## config.mk

```make
export PLATFORM = sky130hd
export DESIGN_NAME = pin_function_write_protect
export DESIGN_NICKNAME = d
export VERILOG_FILES = /design/src/pkg/pin_func_pkg.sv /design/src/logic/pin_function_write_protect.sv /design/src/logic/pfs_store.sv
export SDC_FILE = /design/constraint.sdc
export NUM_CORES = 1
export LEC_CHECK = 0
export BUFFER_PORTS_ARGS = -buffer_cell sky130_fd_sc_hd__buf_4
export CAP_MARGIN = 30
export CORE_ASPECT_RATIO = 0.6
export CORE_MARGIN = 2
export CORE_UTILIZATION = 62
export DETAILED_ROUTE_END_ITERATION = 10
export HOLD_SLACK_MARGIN = 0.03
export MAX_ROUTING_LAYER = met4
export PLACE_DENSITY = 0.84
export SYNTH_ARGS = -nofsm -noshare
export SYNTH_HDL_FRONTEND = slang
export SYNTH_HIERARCHICAL = 1
export SYNTH_SLANG_ARGS = --single-unit
export TNS_END_PERCENT = 10
```

## constraint.sdc

```tcl
create_clock -name SYS_CLK -period 3.37 [get_ports SYS_CLK]
set_clock_uncertainty 0.15 [all_clocks]
set_input_delay 0.5055 -clock SYS_CLK [delete_from_list [all_inputs] [get_ports SYS_CLK]]
set_output_delay 0.5055 -clock SYS_CLK [all_outputs]
set_load 0.05 [all_outputs]
```

## src/pkg/pin_func_pkg.sv

```systemverilog
// Purpose: shared constants and carriers for pin function select and write protect
// Assumes: one port of NUM_PINS pins, plain-port register access
// Notes: pin function word packs psel in bits 4:0, interrupt enable at 5, peripheral mode at 6, not at the field positions below
package pin_func_pkg;
	// ---------------------------------------------
	// pin function word layout
	// ---------------------------------------------
	localparam int PSEL_LSB = 0;
	localparam int PSEL_W = 5;
	localparam int PMODE_BIT = 16;
	localparam int IRQEN_BIT = 14;
	localparam int PFS_W = 32;
	localparam int NUM_PINS = 16;
	localparam int PIN_IDX_W = 4;
	// ---------------------------------------------
	// reset values
	// ---------------------------------------------
	localparam logic LOCK_RST = 1'h1;
	localparam logic WEN_RST = 1'h0;
	localparam logic [PFS_W-1:0] PFS_RST = 32'h0000_0000;

	typedef struct packed {
		logic peripheral_mode_bit;
		logic interrupt_input_enable;
		logic [PSEL_W-1:0] psel;
	} pin_func_s;

	typedef struct packed {
		logic write_lock_bit;
		logic func_select_write_enable;
	} protect_s;
endpackage

```

## src/logic/pin_function_write_protect.sv

```systemverilog
// Purpose: per-pin function select with two-level write protection
// Assumes: software strobes arrive synchronous to SYS_CLK; pad levels are asynchronous
// Notes: schmitt path enable follows peripheral mode or interrupt enable
// Function
// - enable bit writable only while lock clear
// - pin function writes need enable set
// - clearing enable blocks pin function writes
// - setting lock freezes the enable bit
// - five-bit peripheral select per pin
// - peripheral mode: schmitt path, input readable
// - interrupt enable also selects schmitt path
`timescale 1ns/1ps
`default_nettype none
module pin_function_write_protect #(
	parameter int NUM_PINS = pin_func_pkg::NUM_PINS,
	parameter int AW = pin_func_pkg::PIN_IDX_W,
	parameter logic [NUM_PINS-1:0] IRQ_CAPABLE = '1
) (
	// clock and reset
	input wire logic SYS_CLK,
	input wire logic SRST,
	// protect register access
	input wire logic PROT_WR,
	input wire pin_func_pkg::protect_s PROT_WDATA,
	output pin_func_pkg::protect_s PROT_RDATA,
	// pin function register access
	input wire logic PFS_WR,
	input wire logic [AW-1:0] PFS_ADDR,
	input wire pin_func_pkg::pin_func_s PFS_WDATA,
	output pin_func_pkg::pin_func_s PFS_RDATA,
	output logic PFS_WR_REJECT,
	// pads
	input wire logic [NUM_PINS-1:0] PAD_IN,
	output logic [NUM_PINS-1:0] GPIO_IN,
	output logic [NUM_PINS-1:0] SCHMITT_EN,
	output logic [NUM_PINS-1:0] PERIPH_EN
);
	// ---------------------------------------------
	// write protection
	// ---------------------------------------------
	pin_func_pkg::protect_s prot;
	pin_func_pkg::protect_s next_prot;
	logic pfs_write_ok;

	always_comb begin
		next_prot = prot;
		if (PROT_WR) begin
			next_prot.write_lock_bit = PROT_WDATA.write_lock_bit;
			// enable bit only follows the write while lock was clear
			if (!prot.write_lock_bit) begin
				next_prot.func_select_write_enable = PROT_WDATA.func_select_write_enable;
			end
		end
	end

	always_ff @(posedge SYS_CLK) begin
		if (SRST) begin
			prot.write_lock_bit <= pin_func_pkg::LOCK_RST;
			prot.func_select_write_enable <= pin_func_pkg::WEN_RST;
		end else begin
			prot <= next_prot;
		end
	end

	// gate uses the registered enable, so a same-cycle protect write has no effect yet
	// compare in int: the pin count need not fit the address width
	assign pfs_write_ok = PFS_WR && prot.func_select_write_enable && (int'(PFS_ADDR) < NUM_PINS);

	// ---------------------------------------------
	// pin function storage
	// ---------------------------------------------
	pin_func_pkg::pin_func_s pfs_rd;
	pin_func_pkg::pin_func_s pfs_all [NUM_PINS];

	pfs_store #(
		.DEPTH(NUM_PINS),
		.AW(AW)
	) u_store (
		.clk(SYS_CLK),
		.srst(SRST),
		.wr_en(pfs_write_ok),
		.wr_addr(PFS_ADDR),
		.wr_data(PFS_WDATA), // five-bit select stored whole
		.rd_addr(PFS_ADDR),
		.rd_data(pfs_rd),
		.all_data(pfs_all)
	);

	// ---------------------------------------------
	// pad sync and routing
	// ---------------------------------------------
	logic [NUM_PINS-1:0] pad_meta;
	logic [NUM_PINS-1:0] pad_sync;
	logic [NUM_PINS-1:0] next_schmitt;
	logic [NUM_PINS-1:0] next_periph;

	// peripheral enable is offered but software must leave it idle in schmitt use
	genvar g;
	for (g = 0; g < NUM_PINS; g++) begin : g_pin
		always_comb begin
			next_schmitt[g] = pfs_all[g].peripheral_mode_bit
				|| (IRQ_CAPABLE[g] && pfs_all[g].interrupt_input_enable);
			next_periph[g] = pfs_all[g].peripheral_mode_bit;
		end
	end

	always_ff @(posedge SYS_CLK) begin
		if (SRST) begin
			pad_meta <= '0;
			pad_sync <= '0;
			GPIO_IN <= '0;
			SCHMITT_EN <= '0;
			PERIPH_EN <= '0;
			PROT_RDATA <= '0;
			PFS_RDATA <= '0;
			PFS_WR_REJECT <= 1'h0;
		end else begin
			pad_meta <= PAD_IN;
			pad_sync <= pad_meta;
			GPIO_IN <= pad_sync; // input read stays live in peripheral mode
			SCHMITT_EN <= next_schmitt;
			PERIPH_EN <= next_periph;
			PROT_RDATA <= prot;
			PFS_RDATA <= pfs_rd;
			PFS_WR_REJECT <= PFS_WR && !pfs_write_ok;
		end
	end

	// ---------------------------------------------
	// checks
	// ---------------------------------------------
	chk_lock_freezes_en: assert property (@(posedge SYS_CLK) disable iff (SRST)
		(PROT_WR && prot.write_lock_bit) |=> $stable(prot.func_select_write_enable))
		else $error("enable bit changed while locked");
	chk_unlock_takes_en: assert property (@(posedge SYS_CLK) disable iff (SRST)
		(PROT_WR && !prot.write_lock_bit) |=> (prot.func_select_write_enable == $past(PROT_WDATA.func_select_write_enable)))
		else $error("enable bit not taken while unlocked");
	chk_blocked_write: assert property (@(posedge SYS_CLK) disable iff (SRST)
		(PFS_WR && !prot.func_select_write_enable) |=> PFS_WR_REJECT)
		else $error("write to pin function not rejected");
	chk_allowed_write: assert property (@(posedge SYS_CLK) disable iff (SRST)
		(PFS_WR && prot.func_select_write_enable && int'(PFS_ADDR) < NUM_PINS) |=> !PFS_WR_REJECT)
		else $error("permitted write rejected");
	chk_psel_readback: assert property (@(posedge SYS_CLK) disable iff (SRST)
		(pfs_write_ok ##1 !PFS_WR && PFS_ADDR == $past(PFS_ADDR))
		|=> ##1 (PFS_RDATA.psel == $past(PFS_WDATA.psel, 3)))
		else $error("peripheral select not stored");
	chk_pmode_schmitt: assert property (@(posedge SYS_CLK) disable iff (SRST)
		pfs_all[0].peripheral_mode_bit |=> SCHMITT_EN[0])
		else $error("schmitt path off in peripheral mode");
	chk_gpio_follows: assert property (@(posedge SYS_CLK) disable iff (SRST)
		1'b1 |-> ##3 (GPIO_IN == $past(PAD_IN, 3)))
		else $error("input read lags pad wrongly");
	chk_irq_schmitt: assert property (@(posedge SYS_CLK) disable iff (SRST)
		(IRQ_CAPABLE[0] && pfs_all[0].interrupt_input_enable) |=> SCHMITT_EN[0])
		else $error("schmitt path off with interrupt enable");
	chk_reset_state: assert property (@(posedge SYS_CLK)
		SRST |=> (prot.write_lock_bit && !prot.func_select_write_enable))
		else $error("protect state wrong after reset");

	cov_unlock: cover property (@(posedge SYS_CLK) disable iff (SRST)
		PROT_WR && !PROT_WDATA.write_lock_bit ##[1:3] PROT_WR && PROT_WDATA.func_select_write_enable);
	cov_write_ok: cover property (@(posedge SYS_CLK) disable iff (SRST) pfs_write_ok);
	cov_write_reject: cover property (@(posedge SYS_CLK) disable iff (SRST) PFS_WR_REJECT);
	cov_schmitt: cover property (@(posedge SYS_CLK) disable iff (SRST) SCHMITT_EN[0]);
endmodule
`default_nettype wire

```

## src/logic/pfs_store.sv

```systemverilog
// Purpose: small storage of per-pin function words, registered read
// Assumes: one write port, one registered read port and a parallel all-words output, same clock
// Notes: write gating is done by the caller
`timescale 1ns/1ps
`default_nettype none
module pfs_store #(
	parameter int DEPTH = 16,
	parameter int AW = 4
) (
	input wire logic clk,
	input wire logic srst,
	input wire logic wr_en,
	input wire logic [AW-1:0] wr_addr,
	input wire pin_func_pkg::pin_func_s wr_data,
	input wire logic [AW-1:0] rd_addr,
	output pin_func_pkg::pin_func_s rd_data,
	output pin_func_pkg::pin_func_s all_data [DEPTH]
);
	pin_func_pkg::pin_func_s mem [DEPTH];
	pin_func_pkg::pin_func_s next_mem [DEPTH];
	pin_func_pkg::pin_func_s next_rd_data;

	always_comb begin
		next_mem = mem;
		if (wr_en) begin
			next_mem[wr_addr] = wr_data;
		end
		next_rd_data = mem[rd_addr];
	end

	always_ff @(posedge clk) begin
		if (srst) begin
			for (int i = 0; i < DEPTH; i++) begin
				mem[i] <= '0;
			end
			rd_data <= '0;
		end else begin
			mem <= next_mem;
			rd_data <= next_rd_data;
		end
	end

	assign all_data = mem;
endmodule
`default_nettype wire

```

==> flow_summary_export.csv <==
group,metric,value,unit
synthesis,synth_nets,761,
worst_hold_path,min_from,"PROT_WDATA[1]",
route,vias,5608,
sta,rsz0062_at_grt,"no",
route,top_layer,"met4",
sta,finalSetupViolCount,0,
placed_design,dp_cells,937,
sta,fin_tns_setup,0,ns
critical_path,cp_slowest_cell,"or3_1",
die,die_w,149,µm
clocking,cts_hold_buf,0,
critical_path,crit_path_end_kind,"flop",
route,via_per_inst,5.78,
global_routing,grt_max_degree,90,
die,dieHeight,90.7,µm
sta,setup_ws,0.991,ns
critical_path,cp-startpoint,"prot[0]$_SDFFE_PP0P_",
power,ir_drop,0.000368,V
critical_path,crit_end,"u_store/all_data[66]$_SDFFE_PP0P_",
clocking,cts_buffers,19,
synthesis,yosysWarnings,6,
worst_hold_path,hp-class,"in2reg",
sta,holdWs,0.0788,ns
critical_path,arrival,2.56,ns
sta,fmax,0.420,GHz
route,first_pass_iters,5,
placed_design,pre_cts_ws,0.602,ns
finish,n_antenna_cell,0,
sta,post-route-period-util,70.6,%
synthesis,ys.flop_type,"dfxtp_1",
critical_path,path_class,"reg2reg",
synthesis,ys_ff_latch,211,
critical_path,crit_path_start_kind,"flop",
critical_path,regToRegSetupSlack,0.99,ns
power,p_leak,0.00379,µW
power,pwr_density_cell,535,nW/µm²
synthesis,synth_area,7770,µm²
critical_path,crit_required,3.55,ns
global_routing,grt_first_pass_wirelength,29.6,mm
finish,drive_above_1_share,18.1,%
critical_path,timing.rr.start,"prot[0]$_SDFFE_PP0P_",
sta,fin_crit,2.38,ns
finish,design_area,9000,µm²
sta,finalHoldViolations,0,
sta,finalMaxSlewViolations,0,
clocking,clkLatencyLatePin,0.48,ns
clocking,htreeDepth,1,
critical_path,r2r_end,"u_store/all_data[66]$_SDFFE_PP0P_",
placed_design,port_buffers,90,
route,met2_wirelength,8.51,mm
critical_path,worst-path-stages,5,
synthesis,ys_seq_area_share,54.4,%
synthesis,avgSynthCellArea,10.7,µm²
critical_path,rr_worst_depth,5,
run_status,outcome,"completed",
finish,nets,826,
route,wire_per_inst,19.1,µm
synthesis,synthesis.instances,728,
route,wl,18.5,mm
die,dieArea,13500,µm²
sta,max-slew-margin-rel,43.4,%
global_routing,grt_overflow,0,
critical_path,path_buf_inv,0,
global_routing,antenna_found_initial,0,
clocking,cts_setup_buffers,0,
global_routing,grt_usage,28.6,%
critical_path,worst-path-max-fanout,9,
critical_path,crit_family,"simple AND/OR/NAND/NOR gates",
die,ios,91,
placed_design,dp_hpwl,11.8,mm
finish,synthToLayoutAreaGrowth,15.8,%
route,drt-met1-wl,7.96,mm
global_routing,grt_pass1_vias,5474,
clocking,cts_tree,"yes",
synthesis,async_reset_ff_share,0,%
clocking,clock_path_buffers,3,
clocking,cts_resized,0,
critical_path,path_cells,"and2_1 -> nand3_1 -> or3_1 -> mux2i_1 -> nor2_1",
route,wl_met3,1.71,mm
clocking,cts-root-buf,"clkbuf_16",
die,core,12100,µm²
clocking,cts_sinks,211,
placed_design,placed_cell_area,8410,µm²
route,remaining_drc_errors,0,
synthesis,synth_edf_count,0,
clocking,clk_pin_slew,0.07,ns
die,row_count,31,
die,start_util,64.0,%
placed_design,gp_congestion,0.930,
finish,final_cells,970,
flow_run,drv_cap,0,
synthesis,synth_cell_types,33,
route,drt_iter0_drc,419,
route,ant_nets,0,
sta,tightestPinTransition,0.849,ns
critical_path,max_stage_delay,0.69,ns
-- cells in the final DEF (no fill, tap or decap), types with 2 or more instances in the layout --
cell type	instances
clkbuf_16	19
clkinvlp_4	4
dfxtp_1	211
nand3_1	10
mux4_1	11
buf_4	93
and2_1	2
a21oi_1	41
nor2b_1	78
clkinv_2	3
mux4_2	14
nor2_1	111
clkbuf_1	4
nor3_4	3
nor2_2	3
mux2i_1	86
o21ai_0	33
or3_1	2
o22ai_1	4
a22o_1	3
nor3b_1	2
nand2b_1	5
nand3b_1	2
nand2_1	43
and3_1	3
a22oi_1	2
a221o_1	3
-- cell families (layout without fill, tap and decap cells) --
kind of cell | Yosys count | after routing | synth area share (%)
flops | 211 | 211 | 54.4
mux | 112 | 112 | 19.0
compound gates | 87 | 87 | 6.12
simple gates | 268 | 268 | 17.0
buf+inv | 50 | 127 | 3.51
-- worst reg2reg max path, delay by kind of cell, from the launching register on --
family | cells | cell delay, ns
flops | 1 | 0.34
mux | 1 | 0.24
simple gates | 4 | 1.49
-- through the flow --
stage	util (%)	total power [µW]
after floorplan	-	2750
after global placement	69.3	2810
after detailed placement	69.3	2820
after CTS	74.1	4850
after global routing	74.1	4980
final	74.1	4820
-- layout make-up --
type,count,area (µm²)
timing repair buffer,94,709
clock buffer,24,504
clock inverter,9,83.8
tap,165,206
fill,855,3140
multi-input combinational,467,3270
sequential,211,4220
-- sequential cells by signal, summed over array words and instances, names as in the netlist --
signal and count:
u_store/all_data 112, GPIO_IN 16, PERIPH_EN 16, SCHMITT_EN 16
pad_meta 16, pad_sync 16, PFS_RDATA 7, u_store/rd_data 7
PROT_RDATA 2, prot 2, PFS_WR_REJECT 1
-- where the power goes --
group	leakage [µW]	switching [µW]	internal (µW)	total, µW
Sequential	0.00171	8.57	2520	2530
Clock	0.000277	903	1150	2050
Combinational	0.00180	158	78.8	237
-- Yosys cell counts (2+ instances only) --
library cell,instances,area (µm²)
nand3_1,10,50.1
o21ai_0,33,165
nand2_1,43,161
nor3_4,3,48.8
and2_1,2,12.5
o22ai_1,4,25.0
nor2b_1,78,488
a22oi_1,2,15.0
a221o_1,3,30.0
buf_6,4,45.0
nand2b_1,5,31.3
or3_1,2,12.5
mux4_1,11,289
nor2_2,3,18.8
nor3b_1,2,15.0
mux4_2,14,315
buf_2,17,85.1
mux2i_1,86,861
and3_1,3,18.8
dfxtp_1,211,4220
nand3b_1,2,15.0
a22o_1,3,26.3
buf_12,2,40.0
a21oi_1,41,205
nor2_1,111,417
clkbuf_1,26,97.6
-- worst min-delay path by stage --
stage	endpoint	slack (ns)	cells past startpoint
after floorplan	PFS_WR_REJECT$_SDFF_PP0_	0.25	1
after global placement	PFS_WR_REJECT$_SDFF_PP0_	0.26	1
after detailed placement	pad_sync[7]$_SDFF_PP0_	0.27	1
after CTS	prot[1]$_SDFFE_PP1P_	0.07	2
after global routing	prot[1]$_SDFFE_PP1P_	0.07	2
final	prot[1]$_SDFFE_PP1P_	0.08	2
-- per-layer routing --
metal / global-route usage [%] / up-vias
met1: 38.8 / 2717
met4: 6.59 / 0
met2: 44.0 / 246
met5: - / -
li1: - / 2604
met3: 6.87 / 41
Power figures use the tool's default switching activity.
